==> config.mk <==
export PLATFORM = sky130hd
export DESIGN_NAME = timer_counter_trigger_control
export DESIGN_NICKNAME = d
export VERILOG_FILES = /design/src/timer_counter_trigger_control.v /design/src/trig_qualifier.v /design/src/trig_source_mux.v
export VERILOG_INCLUDE_DIRS = /design/src /design/src/pkg
export SDC_FILE = /design/constraint.sdc
export NUM_CORES = 1
export LEC_CHECK = 0
export BUFFER_PORTS_ARGS = -buffer_cell sky130_fd_sc_hd__buf_2
export CAP_MARGIN = 10
export CORE_ASPECT_RATIO = 2
export CORE_MARGIN = 2
export CORE_UTILIZATION = 50
export DETAILED_ROUTE_END_ITERATION = 16
export PLACE_DENSITY = 0.88
export SYNTH_ARGS = -nofsm -noshare
export SYNTH_HDL_FRONTEND = slang
export SYNTH_HIERARCHICAL = 1
export SYNTH_SLANG_ARGS = --single-unit
==> constraint.sdc <==
create_clock -name clock_i -period 3.2 [get_ports clock_i]
set_clock_uncertainty 0.15 [all_clocks]
set_input_delay 0.16 -clock clock_i [delete_from_list [all_inputs] [get_ports clock_i]]
set_output_delay 0.16 -clock clock_i [all_outputs]
set_load 0.01 [all_outputs]
==> src/pkg/trig_ctl_defs.vh <==
`ifndef TRIG_CTL_DEFS_VH
`define TRIG_CTL_DEFS_VH
`define TRG_SEL1_OFFSET   16'hF3A0
`define TRG_SEL0_OFFSET   16'hF414
`define TRG_ENABLE_OFFSET 16'hF420
`define TRG_STATUS_OFFSET 16'hF422
`define TRG_REG_RESET     16'h0000
`define TRG_REG_MASK      16'hEF8F
`define TRG_QUAL_HI       15
`define TRG_QUAL_LO       13
`define TRG_SRC_HI        11
`define TRG_SRC_LO        8
`define TRG_CAP_BIT       7
`define TRG_STOP_CLR_BIT  3
`define TRG_STOP_EN_BIT   2
`define TRG_START_CLR_BIT 1
`define TRG_START_EN_BIT  0
`define QUAL_RR           3'h0
`define QUAL_FF           3'h3
`define SRC1_CHAN_TRG_LO  4'hB
`define SRC1_CHAN_TRG_HI  4'hF
`define SRC0_CHAN_TRG_MIN 4'hC
`endif

==> src/timer_counter_trigger_control.v <==
`timescale 1ns/100ps
// Overview of operation
// - Counter actions are OR of both signals
// - No actions unless trigger enable status set
// - Bits 15:13 qualify edges or levels
// - Signal 0 channel-trigger/watchdog sources use rising
// - Signal 1 qualifier only for pins, comparators, outputs
// - Signal 1 source code in bits 11:8
// - Bit 7 enables capture trigger
// - Bit 2 enables stop
// - Bit 0 enables start
// - Bit 3 clears on stop condition
// - Bit 1 clears on start condition
// - Clear condition from bit 1 or bit 3 applies pending register update; one-shot restart clear does not
// - No stop clear when already stopped with R/R or F/R codes or channel triggers
// - No start clear when already running with R/R or F/R codes or channel triggers
// - One-shot level mode restarts from zero
`include "trig_ctl_defs.vh"
module timer_counter_trigger_control #(
  parameter [3:0] WATCHDOG_SRC_CODE = 4'hB
) (
  input  wire        clock_i,
  input  wire        srst_i,
  input  wire [15:0] addr_i,
  input  wire [15:0] wdata_i,
  input  wire        wr_i,
  input  wire        rd_i,
  output reg  [15:0] rdata_o,
  input  wire [15:0] sources0_i,
  input  wire [15:0] sources1_i,
  input  wire        running_i,
  input  wire        one_shot_i,
  input  wire        one_shot_end_i,
  input  wire        update_pending_i,
  output reg         start_o,
  output reg         stop_o,
  output reg         clear_o,
  output reg         capture_o,
  output reg         update_apply_o,
  output reg         trig_en_o
);
  reg  [15:0] sel0_q;
  reg  [15:0] sel1_q;
  reg         trig_en_q;
  wire [1:0]  src;
  wire [1:0]  st;
  wire [1:0]  sp;
  wire [1:0]  lvl;
  wire [1:0]  rise;
  wire [1:0]  force_rise;
  wire [1:0]  chan_trg;
  wire [15:0] cfg [0:1];
  reg         start_d;
  reg         stop_d;
  reg         clear_d;
  reg         cap_d;
  reg         upd_d;
  reg         st_clr;
  reg         sp_clr;
  reg         hold_zero;
  integer     i;

  assign cfg[0] = sel0_q;
  assign cfg[1] = sel1_q;
  // Channel triggers are edge-only for both signals
  assign chan_trg[0] = (sel0_q[`TRG_SRC_HI:`TRG_SRC_LO] >= `SRC0_CHAN_TRG_MIN);
  assign chan_trg[1] = (sel1_q[`TRG_SRC_HI:`TRG_SRC_LO] >= `SRC1_CHAN_TRG_LO);
  assign force_rise[0] = chan_trg[0] |
                         (sel0_q[`TRG_SRC_HI:`TRG_SRC_LO] == WATCHDOG_SRC_CODE);
  assign force_rise[1] = chan_trg[1];

  trig_source_mux u_mux0 (
    .sources_i (sources0_i),
    .sel_i     (sel0_q[`TRG_SRC_HI:`TRG_SRC_LO]),
    .src_o     (src[0])
  );
  trig_source_mux u_mux1 (
    .sources_i (sources1_i),
    .sel_i     (sel1_q[`TRG_SRC_HI:`TRG_SRC_LO]),
    .src_o     (src[1])
  );
  trig_qualifier u_qual0 (
    .clock_i      (clock_i),
    .srst_i       (srst_i),
    .src_i        (src[0]),
    .qual_i       (sel0_q[`TRG_QUAL_HI:`TRG_QUAL_LO]),
    .force_rise_i (force_rise[0]),
    .start_o      (st[0]),
    .stop_o       (sp[0]),
    .level_mode_o (lvl[0]),
    .rise_o       (rise[0])
  );
  trig_qualifier u_qual1 (
    .clock_i      (clock_i),
    .srst_i       (srst_i),
    .src_i        (src[1]),
    .qual_i       (sel1_q[`TRG_QUAL_HI:`TRG_QUAL_LO]),
    .force_rise_i (force_rise[1]),
    .start_o      (st[1]),
    .stop_o       (sp[1]),
    .level_mode_o (lvl[1]),
    .rise_o       (rise[1])
  );

  // Register writes; edits while enabled may fire a spurious event, software's duty
  always @(posedge clock_i) begin
    if (srst_i) begin
      sel0_q    <= `TRG_REG_RESET;
      sel1_q    <= `TRG_REG_RESET;
      trig_en_q <= 1'b0;
    end else if (wr_i) begin
      if (addr_i == `TRG_SEL0_OFFSET) begin
        sel0_q <= wdata_i & `TRG_REG_MASK;
      end
      if (addr_i == `TRG_SEL1_OFFSET) begin
        sel1_q <= wdata_i & `TRG_REG_MASK;
      end
      if (addr_i == `TRG_ENABLE_OFFSET) begin
        trig_en_q <= wdata_i[0];
      end
    end
  end

  always @(posedge clock_i) begin
    if (srst_i) begin
      rdata_o <= 16'h0000;
    end else if (rd_i) begin
      case (addr_i)
        `TRG_SEL0_OFFSET:   rdata_o <= sel0_q;
        `TRG_SEL1_OFFSET:   rdata_o <= sel1_q;
        `TRG_ENABLE_OFFSET: rdata_o <= {15'h0000, trig_en_q};
        `TRG_STATUS_OFFSET: rdata_o <= {13'h0000, update_pending_i, one_shot_i, running_i};
        default:            rdata_o <= 16'h0000;
      endcase
    end else begin
      rdata_o <= 16'h0000;
    end
  end

  // Per-signal actions, OR-combined across both signals
  always @* begin
    start_d   = 1'b0;
    stop_d    = 1'b0;
    clear_d   = 1'b0;
    cap_d     = 1'b0;
    upd_d     = 1'b0;
    hold_zero = 1'b0;
    for (i = 0; i < 2; i = i + 1) begin
      st_clr = 1'b0;
      sp_clr = 1'b0;
      if (trig_en_q) begin
        if (cfg[i][`TRG_START_EN_BIT] & st[i] & ~running_i) begin
          start_d = 1'b1;
        end
        if (cfg[i][`TRG_STOP_EN_BIT] & sp[i] & running_i) begin
          stop_d = 1'b1;
        end
        // Edge-type rising/rising or F/R codes and channel triggers skip redundant clears
        if (cfg[i][`TRG_START_CLR_BIT] & st[i]) begin
          st_clr = ~(running_i & (chan_trg[i] | (~lvl[i] &
                   ((cfg[i][15:13] == `QUAL_RR) | (cfg[i][15:13] == `QUAL_FF)))));
        end
        if (cfg[i][`TRG_STOP_CLR_BIT] & sp[i]) begin
          sp_clr = ~(~running_i & (chan_trg[i] | (~lvl[i] &
                   ((cfg[i][15:13] == `QUAL_RR) | (cfg[i][15:13] == `QUAL_FF)))));
        end
        if (st_clr | sp_clr) begin
          clear_d = 1'b1;
          upd_d   = update_pending_i;
        end
        if (cfg[i][`TRG_CAP_BIT] & rise[i]) begin
          cap_d = 1'b1;
        end
        // Level start still true at one-shot end: keep running from zero
        if (one_shot_i & one_shot_end_i & lvl[i] & st[i] & cfg[i][`TRG_START_EN_BIT]) begin
          hold_zero = 1'b1;
        end
      end
    end
  end

  always @(posedge clock_i) begin
    if (srst_i) begin
      start_o        <= 1'b0;
      stop_o         <= 1'b0;
      clear_o        <= 1'b0;
      capture_o      <= 1'b0;
      update_apply_o <= 1'b0;
      trig_en_o      <= 1'b0;
    end else begin
      start_o        <= start_d | hold_zero;
      stop_o         <= stop_d & ~hold_zero;
      clear_o        <= clear_d | hold_zero;
      capture_o      <= cap_d;
      update_apply_o <= upd_d;
      trig_en_o      <= trig_en_q;
    end
  end
endmodule // timer_counter_trigger_control

==> src/trig_qualifier.v <==
`timescale 1ns/100ps
// One control signal: edge or level start and stop conditions
module trig_qualifier (
  input  wire       clock_i,
  input  wire       srst_i,
  input  wire       src_i,
  input  wire [2:0] qual_i,
  input  wire       force_rise_i,
  output wire       start_o,
  output wire       stop_o,
  output wire       level_mode_o,
  output wire       rise_o
);
  reg        prev_q;
  wire       rise;
  wire       fall;
  wire [2:0] q;
  always @(posedge clock_i) begin
    if (srst_i) begin
      prev_q <= 1'b0;
    end else begin
      prev_q <= src_i;
    end
  end
  assign rise = src_i & ~prev_q;
  assign fall = ~src_i & prev_q;
  assign q = force_rise_i ? 3'h0 : qual_i;
  assign rise_o = rise;
  assign level_mode_o = q[2];
  // Codes: 000 R/R, 001 F/F, 010 R/F, 011 F/R, 1X0 H/L, 1X1 L/H
  assign start_o = q[2] ? (q[0] ? ~src_i : src_i) : (q[0] ? fall : rise);
  assign stop_o  = q[2] ? (q[0] ? src_i : ~src_i) : (q[1] ? ~q[0] ? fall : rise
                                                         : (q[0] ? fall : rise));
endmodule // trig_qualifier

==> src/trig_source_mux.v <==
`timescale 1ns/100ps
// Picks one of sixteen trigger sources by a 4-bit code
module trig_source_mux (
  input  wire [15:0] sources_i,
  input  wire [3:0]  sel_i,
  output wire        src_o
);
  assign src_o = sources_i[sel_i];
endmodule // trig_source_mux

# Word-level counts from Yosys, hierarchy flattened

Index checks and enable logic that the tools add are counted.

Bits in registers: 49
Input port bits: 72
Output and inout port bits: 22
Logic and storage cells: 136

Order comparisons: 4
Equality and inequality tests: 7
Multiplexer cells: 53
Bitwise gates (word level): 54
Reduce and logical (&&, ||, !) cells: 6

Operators by type and width:

| cell                                                        | number |
|---|---|
| equality test 16 bit (second input constant)                | 4 |
| one-hot mux 16 bit (4 select lines)                         | 1 |
| two-way mux 1 bit                                           | 48 |
| bitwise AND 1 bit                                           | 32 |
| NOT 1 bit                                                   | 13 |
| less-than comparator 4 x 5 -> 1 bit (second input constant) | 2 |
| bitwise OR 1 bit                                            | 9 |
| binary-select mux 1 bit (select 4 bit)                      | 2 |
| greater-or-equal comparator 4 bit (second input constant)   | 2 |
| equality test 3 x 2 -> 1 bit (second input constant)        | 2 |
| zero test 3 bit                                             | 2 |
| two-way mux 3 bit                                           | 2 |
| AND reduction 2 bit                                         | 3 |
| equality test 4 bit (second input constant)                 | 1 |
| OR reduction 2 bit                                          | 1 |

# Longest topological paths before layout

Gate-level depths: netlist of run 1.

Depth in word-level cells: 16
Depth in mapped cells: 10
Mapped depth without buffers: 10

# Cells and area by module

Netlist of run 1, hierarchy kept.

By module, submodules not included:

| module                        | times used | cells an instance | area each (um^2) | sequential area each (um^2) |
|---|---|---|---|---|
| timer_counter_trigger_control | 1          | 245               | 2,062.0          | 860.8 |
| trig_source_mux               | 2          | 7                 | 135.1            | 0.0 |
| trig_qualifier                | 2          | 18                | 125.1            | 20.0 |

# Worst setup path after synthesis of run 1

No wires, ideal clock.

Path type: reg-to-reg
From: register sel0_q[8]
To: register clear_o
Arrival: 2,362 ps
Required time: 2,926 ps
Setup slack: 564 ps
Stages on the path, launching flop included: 11
Path buffers: 0
Period minus slack after synthesis: 2,636 ps
Cell sequence: dfxtp_1 mux4_1 mux2i_1 mux2i_1 xor2_1 a22oi_1 o21ai_1 a221oi_1 a31oi_1 nor3_1 a21oi_1

RTL lines:

| item                                      | RTL line                                 | source |
|---|---|---|
| from (decl)                               | timer_counter_trigger_control.v:42       | `reg [15:0] sel0_q;` |
| from (signal assigned)                    | timer_counter_trigger_control.v:108      | `` sel0_q <= `TRG_REG_RESET; `` |
| from (signal assigned)                    | timer_counter_trigger_control.v:113      | `` sel0_q <= wdata_i & `TRG_REG_MASK; `` |
| binary-select mux 1 bit (select 4 bit) *  | trig_source_mux.v:8                      | `assign src_o = sources_i[sel_i];` |
| two-way mux 1 bit (implied by the code) * | trig_source_mux.v:8                      |  |
| net src[0]                                | timer_counter_trigger_control.v:45       | `wire [1:0] src;` |
| NOT 1 bit                                 | trig_qualifier.v:26, trig_qualifier.v:31 |  |
| bitwise AND 1 bit                         | trig_qualifier.v:26                      | `assign fall = ~src_i & prev_q;` |
| two-way mux 1 bit                         | trig_qualifier.v:31                      | `assign start_o = q[2] ? (q[0] ? ~src_i : src_i) : (q[0] ? fall : rise);` |
| two-way mux 1 bit *                       | trig_qualifier.v:31                      |  |
| net st[0]                                 | timer_counter_trigger_control.v:46       | `wire [1:0] st;` |
| bitwise AND 1 bit                         | timer_counter_trigger_control.v:159      | `` if (cfg[i][`TRG_START_CLR_BIT] & st[i]) begin `` |
| two-way mux 1 bit                         | timer_counter_trigger_control.v:159      |  |
| two-way mux 1 bit                         | timer_counter_trigger_control.v:151      | `if (trig_en_q) begin` |
| bitwise OR 1 bit                          | timer_counter_trigger_control.v:167      | `if (st_clr \| sp_clr) begin` |
| two-way mux 1 bit                         | timer_counter_trigger_control.v:167      |  |
| two-way mux 1 bit                         | timer_counter_trigger_control.v:151      |  |
| two-way mux 1 bit                         | timer_counter_trigger_control.v:167      |  |
| two-way mux 1 bit                         | timer_counter_trigger_control.v:151      |  |
| bitwise OR 1 bit *                        | timer_counter_trigger_control.v:193      | `clear_o <= clear_d \| hold_zero;` |
| to (signal assigned)                      | timer_counter_trigger_control.v:193      |  |
| to (decl)                                 | timer_counter_trigger_control.v:37       | `output reg clear_o,` |

The timed path passes the listed nets; every way through them passes the cells marked *. The select of a mux whose other input is x is not followed.
A chain may end at the register's enable or synchronous reset.

# Final worst setup path of run 1

From: register sel1_q[8]
To: register update_apply_o

RTL lines:

| item                                      | RTL line                                 | source |
|---|---|---|
| from (decl)                               | timer_counter_trigger_control.v:43       | `reg [15:0] sel1_q;` |
| from (signal assigned)                    | timer_counter_trigger_control.v:109      | `` sel1_q <= `TRG_REG_RESET; `` |
| from (signal assigned)                    | timer_counter_trigger_control.v:116      | `` sel1_q <= wdata_i & `TRG_REG_MASK; `` |
| binary-select mux 1 bit (select 4 bit) *  | trig_source_mux.v:8                      |  |
| two-way mux 1 bit (implied by the code) * | trig_source_mux.v:8                      |  |
| net src[1]                                | timer_counter_trigger_control.v:45       |  |
| NOT 1 bit                                 | trig_qualifier.v:26, trig_qualifier.v:31 |  |
| bitwise AND 1 bit                         | trig_qualifier.v:26                      |  |
| two-way mux 1 bit                         | trig_qualifier.v:31                      |  |
| two-way mux 1 bit *                       | trig_qualifier.v:31                      |  |
| net st[1]                                 | timer_counter_trigger_control.v:46       |  |
| bitwise AND 1 bit *                       | timer_counter_trigger_control.v:159      |  |
| two-way mux 1 bit *                       | timer_counter_trigger_control.v:159      |  |
| two-way mux 1 bit *                       | timer_counter_trigger_control.v:151      |  |
| bitwise OR 1 bit *                        | timer_counter_trigger_control.v:167      |  |
| two-way mux 1 bit *                       | timer_counter_trigger_control.v:167      |  |
| two-way mux 1 bit *                       | timer_counter_trigger_control.v:151      |  |
| to (signal assigned)                      | timer_counter_trigger_control.v:195      | `update_apply_o <= upd_d;` |
| to (decl)                                 | timer_counter_trigger_control.v:39       | `output reg update_apply_o,` |

Marked as above.

==> results of run 1 <==
## worst reg2reg max path, delay by kind of cell, from the launching register on
family / cells / cell delay [ps]
mux: 3 / 890
compound gates: 3 / 840
flops: 1 / 420
simple gates: 3 / 400
xor+xnor: 1 / 230
## final cells by class
type,instances,area [um2],share of cell area (%)
Clock buffer,8,80.1,2.55
Inverter,7,26.3,0.835
Multi-Input combinational cell,218,1490,47.4
Sequential cell,45,903,28.7
Tap cell,58,72.6,2.31
Timing Repair Buffer,100,573,18.2
## logic make-up (layout without fill, tap and decap cells)
family	after synthesis	count (layout)	synth area share (%)
flops	45	45	34.9
xor+xnor	4	4	1.36
buf+inv	35	115	8.19
other cells	1	4	0.145
compound gates	91	91	19.7
mux	14	14	10.5
simple gates	105	105	25.3
## state kept, by name (all words and copies together) (netlist names)
register / cells
rdata_o: 12
sel1_q: 12
u_qual1/prev_q: 1
stop_o: 1
sel0_q: 12
u_qual0/prev_q: 1
trig_en_q: 1
update_apply_o: 1
trig_en_o: 1
capture_o: 1
clear_o: 1
start_o: 1
## cells in the final DEF, fill, tap and decap left out, types with 2 or more instances in the layout
cell,instances
dfxtp_1,43
clkbuf_1,3
xnor2_1,2
mux4_1,8
mux2i_1,6
nor2_1,3
clkbuf_8,5
inv_1,7
and4bb_2,2
buf_2,85
o21ai_0,23
nand2b_1,5
nand4_1,31
conb_1,4
o221ai_1,2
xor2_1,2
nand2_1,7
nor2b_1,9
and2_1,2
and3_1,2
dlygate4sd3_1,14
nand3_1,27
nor3_1,2
o21ai_1,8
a21o_2,2
a31oi_1,3
a22oi_1,4
a21oi_1,42
dfxtp_2,2
a222oi_1,2
nor3b_1,3
## routing by layer
layer / vias to the layer above / routed length [um] / track usage, %
met5: - / 0 / 0
met2: 194 / 3710 / 41.7
li1: 1287 / - / -
met3: 31 / 760 / 6.23
met1: 1279 / 2630 / 31.2
met4: 0 / 201 / 10.0
## worst max path at each step
stage,endpoint,slack (ps),cells after the start
5_1_grt,clear_o$_SDFF_PP0_,40,10
3_3_place_gp,clear_o$_SDFF_PP0_,310,10
3_5_place_dp,clear_o$_SDFF_PP0_,170,10
4_1_cts,clear_o$_SDFF_PP0_,110,10
6_report,update_apply_o$_SDFF_PP0_,170,10
2_1_floorplan,clear_o$_SDFF_PP0_,560,10
## what timing repair did
action                                  CTS  global route
endpoints found under the setup margin    0             2
hold buffers                             14             0
resized for setup                         0             4
endpoints found under the hold margin    25             0
## per-stage QoR
| stage | cell area [um2] | cells |
|---|---|---|
| detailed placement | 2910 | 414 |
| global route | 3150 | 436 |
| global placement | 2910 | 414 |
| floorplan | 2590 | 298 |
| finish | 3150 | 436 |
| CTS | 3130 | 436 |
## power breakdown
| part | internal, W | switching (W) |
|---|---|---|
| Combinational | 0.0000590 | 0.0000553 |
| Clock | 0.000155 | 0.000181 |
| Sequential | 0.000561 | 0.000000600 |
==> impl.org, run 1 <==
** Run status
- The run finished with clean final reports.

** Logic synthesis
- After synthesis, flip-flops and latches occupy 34.9% of the total area.
- Post-synthesis register bit count :: 45
- The netlist uses 47 different library cells.
- By count the netlist is led by dfxtp_1, a21oi_1, nand4_1, nand3_1, o21ai_0.
- Proportion of netlist area held by the largest area contributor :: 34.9%
- After synthesis, the share of flip-flops with an asynchronous set or reset is 0%.
- Mapped cell area :: 0.00258 mm2
- Synthesis handed over a netlist of between 200 and 300 instances.
- Predominant post-synthesis flop cell :: dfxtp_1
- In this run, synthesis inferred 0 flip-flops with an integrated enable.
- Mapped Avg Cell Area :: approximately 8.8 um2
- Yosys attributes the largest share of cell area to dfxtp_1, a21oi_1, mux4_1, nand4_1, nand3_1.
- For this run, the number of Yosys warnings is 6.
- Cell accounting for the most synthesized area :: dfxtp_1
- Yosys instantiated no cell more often than dfxtp_1.

** CTS
- Clock buffers created by TritonCTS :: 5
- TritonCTS clock tree :: built
- The clock net in this run drives a total of 45 sinks.
- Clock root buffer master :: clkbuf_8
- CTS H-Tree Depth :: 2
- Maximum root-to-sink buffer count :: 2
- Clock latency on the worst-skew pair :: 300 ps
- Clock transition at path regs :: 80 ps
- After clock tree synthesis, the setup repair step added 0 buffers.

** Setup path
- By startpoint and endpoint, the worst setup path is classified as reg2reg.
- Worst Reg-to-Reg Cells :: 10
- Number of buffers and inverters on the critical path :: 0
- In this run the critical register-to-register path is captured at update_apply_o$_SDFF_PP0_.
- The critical path goes through mux4_1 > mux2i_1 > mux2i_1 > xor2_1 > a22oi_1 > o21ai_1 > nand2_1 > a222oi_1 > nor3_2 > nor3b_1.
- Launch point of the worst reg-to-reg path :: sel1_q[8]$_SDFFE_PP0P_
- Counting stages on the worst path, the most repeated cell is mux2i_1.
- Data arrives at the worst endpoint at 3100 ps.
- The largest individual stage delay along the critical path comes from the cell mux4_1.
- Worst setup slack for register-to-register paths :: 170 ps
- On the critical path the largest part of the delay comes from multiplexers.
- Largest stage delay on the critical path :: 570 ps
- Launching element type of the critical path :: flop
- The worst setup path is captured at a flop.
- For the worst setup path, the data required time is 3280 ps.
- In this run the worst path has a maximum fanout of 7.
- Launch point of the critical path :: sel1_q[8]$_SDFFE_PP0P_

** Run
- Max_cap viols :: 0

** Detailed routing
- Dividing the detail-routed wire length by the instance count gives between 15 and 20 um.
- Routed Antenna Nets :: 0
- Router iterations before antenna repair :: 5
- Final WL :: 7310 um
- Violation count after the first detailed-routing iteration :: 216
- Total via count after detailed routing :: 2791
- In the routed design, unresolved DRC markers number 0.
- Using the TritonRoute via totals, the vias-per-cell ratio works out to 6.40.

** Floorplanning
- Std-Cell Rows :: 37
- Measured along the x axis, the die boundary spans 54.8 um.
- Die boundary height :: 106 um
- Core area :: 0.00505 mm2
- For this design the top-level I/O count stands at 94.
- Initial core utilization :: 51.2%
- Die Footprint :: about 0.0058 mm2

** STA
- The final-report max-slew violation count is 0.
- Setup Total Neg Slack :: 0 ps
- Setup-violating endpoint count in the final report :: 0
- Setup slack on the critical path of the routed design comes to 174 ps.
- At the pin with the least slew margin, the transition time is between 900 and 1000 ps.
- Number of hold violations in the final report :: 0
- Achievable frequency :: roughly 0.33 GHz
- Fraction of the cycle the final worst path needs :: 94.6%
- Worst hold slack across all endpoints :: approximately 25 ps
- Setup repair after global routing left no endpoint under its margin.
- Time the final worst path needs with I/O delays and setup :: 3030 ps
- Max_slew headroom :: a little over a third

** Cells and area
- Post-layout util :: 62.3%
- The layout has 430 filler cells.
- The final layout contains between 400 and 500 nets.
- The post-route netlist has 27.5% of its cells at a drive strength greater than 1.
- # diodes :: 0
- Area grow syn2layout :: 21.8%

** Placement
- Final Wtd Congestion :: 0.910
- At the placement stage, the worst setup path has a slack of between 150 and 200 ps.
- In this run the tool buffered the top-level ports with 85 buffer cells.
- Final HPWL DP :: slightly above 5000 um

** GRT
- The first global-routing pass estimated 11300 um of wire.
- Sum of overflow across all layers after global routing :: 0
- The initial antenna violation count came to 0.
- Number of global-route vias before repair :: 2542
- Largest net degree at the start of global routing :: 30
- Global router's overall resource usage :: 25.7%

** Min path
- Min-delay src :: one_shot_i
- Hold-critical path endpoint :: rdata_o[1]$_SDFF_PP0_
- Worst Hold Path Cells :: 3
- The path class of the tightest hold or removal check is in2reg.

** Power and ir drop
- VDD sags by at most 0.378 mV.
- In this run the static leakage power is 1.18 nW.
- Power density relative to cell area :: 322 mW/mm2
- Total power for the finished layout comes to 0.00101 W.
Power figures use the tool's default switching activity.
==> run 2, diff against run 1 <==
--- a/config.mk
+++ b/config.mk
@@ -12,7 +12,8 @@
 export CORE_MARGIN = 2
 export CORE_UTILIZATION = 50
 export DETAILED_ROUTE_END_ITERATION = 16
-export PLACE_DENSITY = 0.88
+export PLACE_DENSITY_LB_ADDON = 0.2
+export SETUP_SLACK_MARGIN = 0.4
 export SYNTH_ARGS = -nofsm -noshare
 export SYNTH_HDL_FRONTEND = slang
 export SYNTH_HIERARCHICAL = 1
==> run 2 against run 1 <==
  * Via count down 2.0%
  * Sequential share of layout area decreased by 0.86 points
  * Global-route usage is 1.3 points higher
  * Worst setup slack improved by 240 ps
  * Cell area grew 3.7%
  * First-iteration DRC count fell by 23%
  * Register-to-register slack better by 240 ps
  * Final cell count grew 1.1%
  * Largest cell class unchanged
==> impl.org, run 2 (same netlist as run 1, synthesis figures left out) <==
** GRT
- The total congestion overflow is 0 (unchanged).
- The initial antenna violation count came to 0 (unchanged).
- Global-route wire length before repair :: 11700 um (+3.3%)
- The via count of the first global-routing pass is 2439 (-4.1%).
- The global router's overall resource usage was 27.0% (+1.3 points).
- Largest net degree at the start of global routing :: 30 (unchanged)

** STA
- Setup-violating endpoint count in the final report :: 0 (unchanged)
- The achievable frequency is 0.358 GHz (+8.5%).
- Setup repair after global routing could not meet its margin everywhere.
- Max_slew headroom :: 36.4% (+1.0 points)
- Setup Total Neg Slack :: 0 ps (unchanged)
- Transition time at the pin with the least slew margin :: 954 ps (-15.7 ps)
- Final count of pins violating max slew :: 0 (unchanged)
- Number of hold violations in the final report :: 0 (unchanged)
- Fraction of the cycle the final worst path needs :: 87.2% (-7.4 points)
- Time the final worst path needs with I/O delays and setup :: 2790 ps (-236 ps)

** Power and ir drop
- The proportion of total power due to net switching is 22.2% (-1.2 points).
- Clock Power Share :: 37.3% (+4.0 points)
- Internal power summed over all cells :: 0.000852 W (+9.9%)
- Static leakage power :: 1.22 nW (+3.6%)
- The worst voltage drop across the vdd grid is 0.589 mV (+56%).
- Power density relative to cell area :: 336 mW/mm2 (+4.4%)
- The switching power of the nets came to 0.000244 W (+2.6%).
- Fraction of power consumed by sequential logic :: 51.1% (-4.4 points)
- The combinational group share of total power is 11.7% (+0.4 points).

** Floorplanning
- The area inside the core boundary was 0.00505 mm2 (unchanged).
- The die area was 0.00579 mm2 (unchanged).
- The die outline width was 54.8 um (unchanged).
- Std-Cell Rows :: 37 (unchanged)
- The die outline height was 106 um (unchanged).
- Initial core utilization :: 51.2% (unchanged)
- Number of top-level pins :: 94 (unchanged)

** Detailed routing
- The final wirelength was 7640 um (+4.5%).
- The detailed-route vias per instance came to 6.20 (-3.1%).
- DRC violations left :: 0 (unchanged)
- Total via count after detailed routing :: 2735 (-2.0%)
- The number of design-rule violations left by the first detailed-router iteration was 167 (-23%).
- The residual antenna-violating net count after detailed routing is 0 (unchanged).
- Routed wire per std cell :: 17.3 um (+3.3%)
- Router iterations before antenna repair :: 6 (+1)

** Cells and area
- Top Registers :: rdata_o: 12 flops, sel0_q: 12 flops, sel1_q: 12 flops
- FILL cells :: 447 (+4.0%)
- Compared with the post-synthesis result, the final layout area differs by 26.3%.
- Commonest cells after routing, fill and taps aside :: buf_2, dfxtp_1, a21oi_1
- Post-layout net count :: 455 (+1.3%)
- The total inserted antenna cells came to 0 (unchanged).
- The final core area utilization came to 64.6% (+2.3 points).
- The fraction of final layout cells with drive strength greater than 1 was 35.0% (+7.5 points).
- Most common library cell in the layout ignoring fill and taps :: buf_2

** Setup path
- Max FO, Critical Path :: 5 (-2)
- The reg2reg setup slack is 410 ps (+240 ps).
- The worst setup path is of the reg2reg kind.
- STA classifies the critical path endpoint as a flop.
- The most critical setup path has its startpoint at sel1_q[8]$_SDFFE_PP0P_.
- The critical path required time was 3270 ps (about the same).
- Critical path data arrival time :: 2860 ps (-240 ps)
- Launch point of the worst reg-to-reg path :: sel1_q[8]$_SDFFE_PP0P_
- The worst setup path is launched from a flop.

** CTS
- Clock transition at path regs :: 80 ps (about the same)
- The worst-skew pair later-pin latency came to 300 ps (about the same).
- Sinks on the clock net :: 45 (unchanged)
- Maximum root-to-sink buffer count :: 2 (unchanged)
- Clock root buffer master :: clkbuf_8
- The number of H-tree branching levels is 2 (unchanged).
- TritonCTS built the clock tree.
- The total CTS buffers was 5 (unchanged).

** Placement
- The detailed placer's ending HPWL is 5220 um (+2.0%).
- Number of port buffers :: 85 (unchanged)
- Final Wtd Congestion :: 0.897 (-1.4%)

** Min path
- Hold WC Path Type :: in2reg
- Min-delay src :: wdata_i[0]

** Run
- Max_cap viols :: 0 (unchanged)

** Run status
- The flow ran to the end, and the final reports show no timing, DRC or antenna violations.
-- run 2: stage by stage --
stage                     hold WS, ps  power, W  std cells  setup slack (ps)  area (um2)
after floorplan                  81.6  0.000624        298               564        2590
after global placement            282  0.000669        414               261        2910
after detailed placement          290  0.000673        414               229        2910
after CTS                        2.74   0.00109        439               411        3220
after global routing             15.1   0.00113        441               345        3260
final                            7.44   0.00110        441               410        3260
-- run 2: worst paths after layout --
check / end / cells after the start
worst max-delay path: update_apply_o$_SDFF_PP0_ / 10
worst min register to register: rdata_o[3]$_SDFF_PP0_ / 2
worst min-delay path: sel1_q[0]$_SDFFE_PP0P_ / 3
worst max register to register: update_apply_o$_SDFF_PP0_ / 10
-- run 2: layout make-up --
type | count | area, um2 | share of cell area, %
clock buffer | 5 | 68.8 | 2.11
clock inverter | 2 | 35.0 | 1.07
inverter | 7 | 26.3 | 0.806
multi-input combinational | 218 | 1540 | 47.1
sequential | 45 | 908 | 27.9
tap | 58 | 72.6 | 2.23
timing repair buffer | 106 | 613 | 18.8
-- run 2: critical path: stages, from the launching register on --
cell      delay, ps
dfxtp_4         390
mux4_2          500
mux2i_1         190
mux2i_2         130
xor2_1          210
a22oi_1         130
o21ai_2         190
nand2_1          90
a222oi_1        410
nor3_2          110
nor3b_1         200
-- run 2: routing by layer --
metal	part of all wire, %	GRT usage [%]	vias up
li1	-	-	1291
met1	38	34.1	1287
met2	53	44.1	135
met3	5.7	3.40	22
met4	2.8	11.1	0
met5	0	0	-
-- run 2: power by group through the flow --
stage               Clock (W)  Combinational [W]  Sequential, W
floorplan                   0          0.0000494       0.000574
global placement            0          0.0000950       0.000574
detailed placement          0          0.0000983       0.000575
CTS                  0.000411           0.000116       0.000560
global route         0.000431           0.000137       0.000560
finish               0.000408           0.000128       0.000560
-- run 2: what timing repair did --
| item | in CTS | in global routing |
|---|---|---|
| hold buffers | 12 | 0 |
| gates cloned | 0 | 0 |
| endpoints found under the setup margin | 2 | 4 |
| buffers inserted | 6 | 2 |
| pin swaps | 10 | 7 |
| gates resized for setup | 13 | 16 |
| hold endpoints to repair | 17 | 0 |
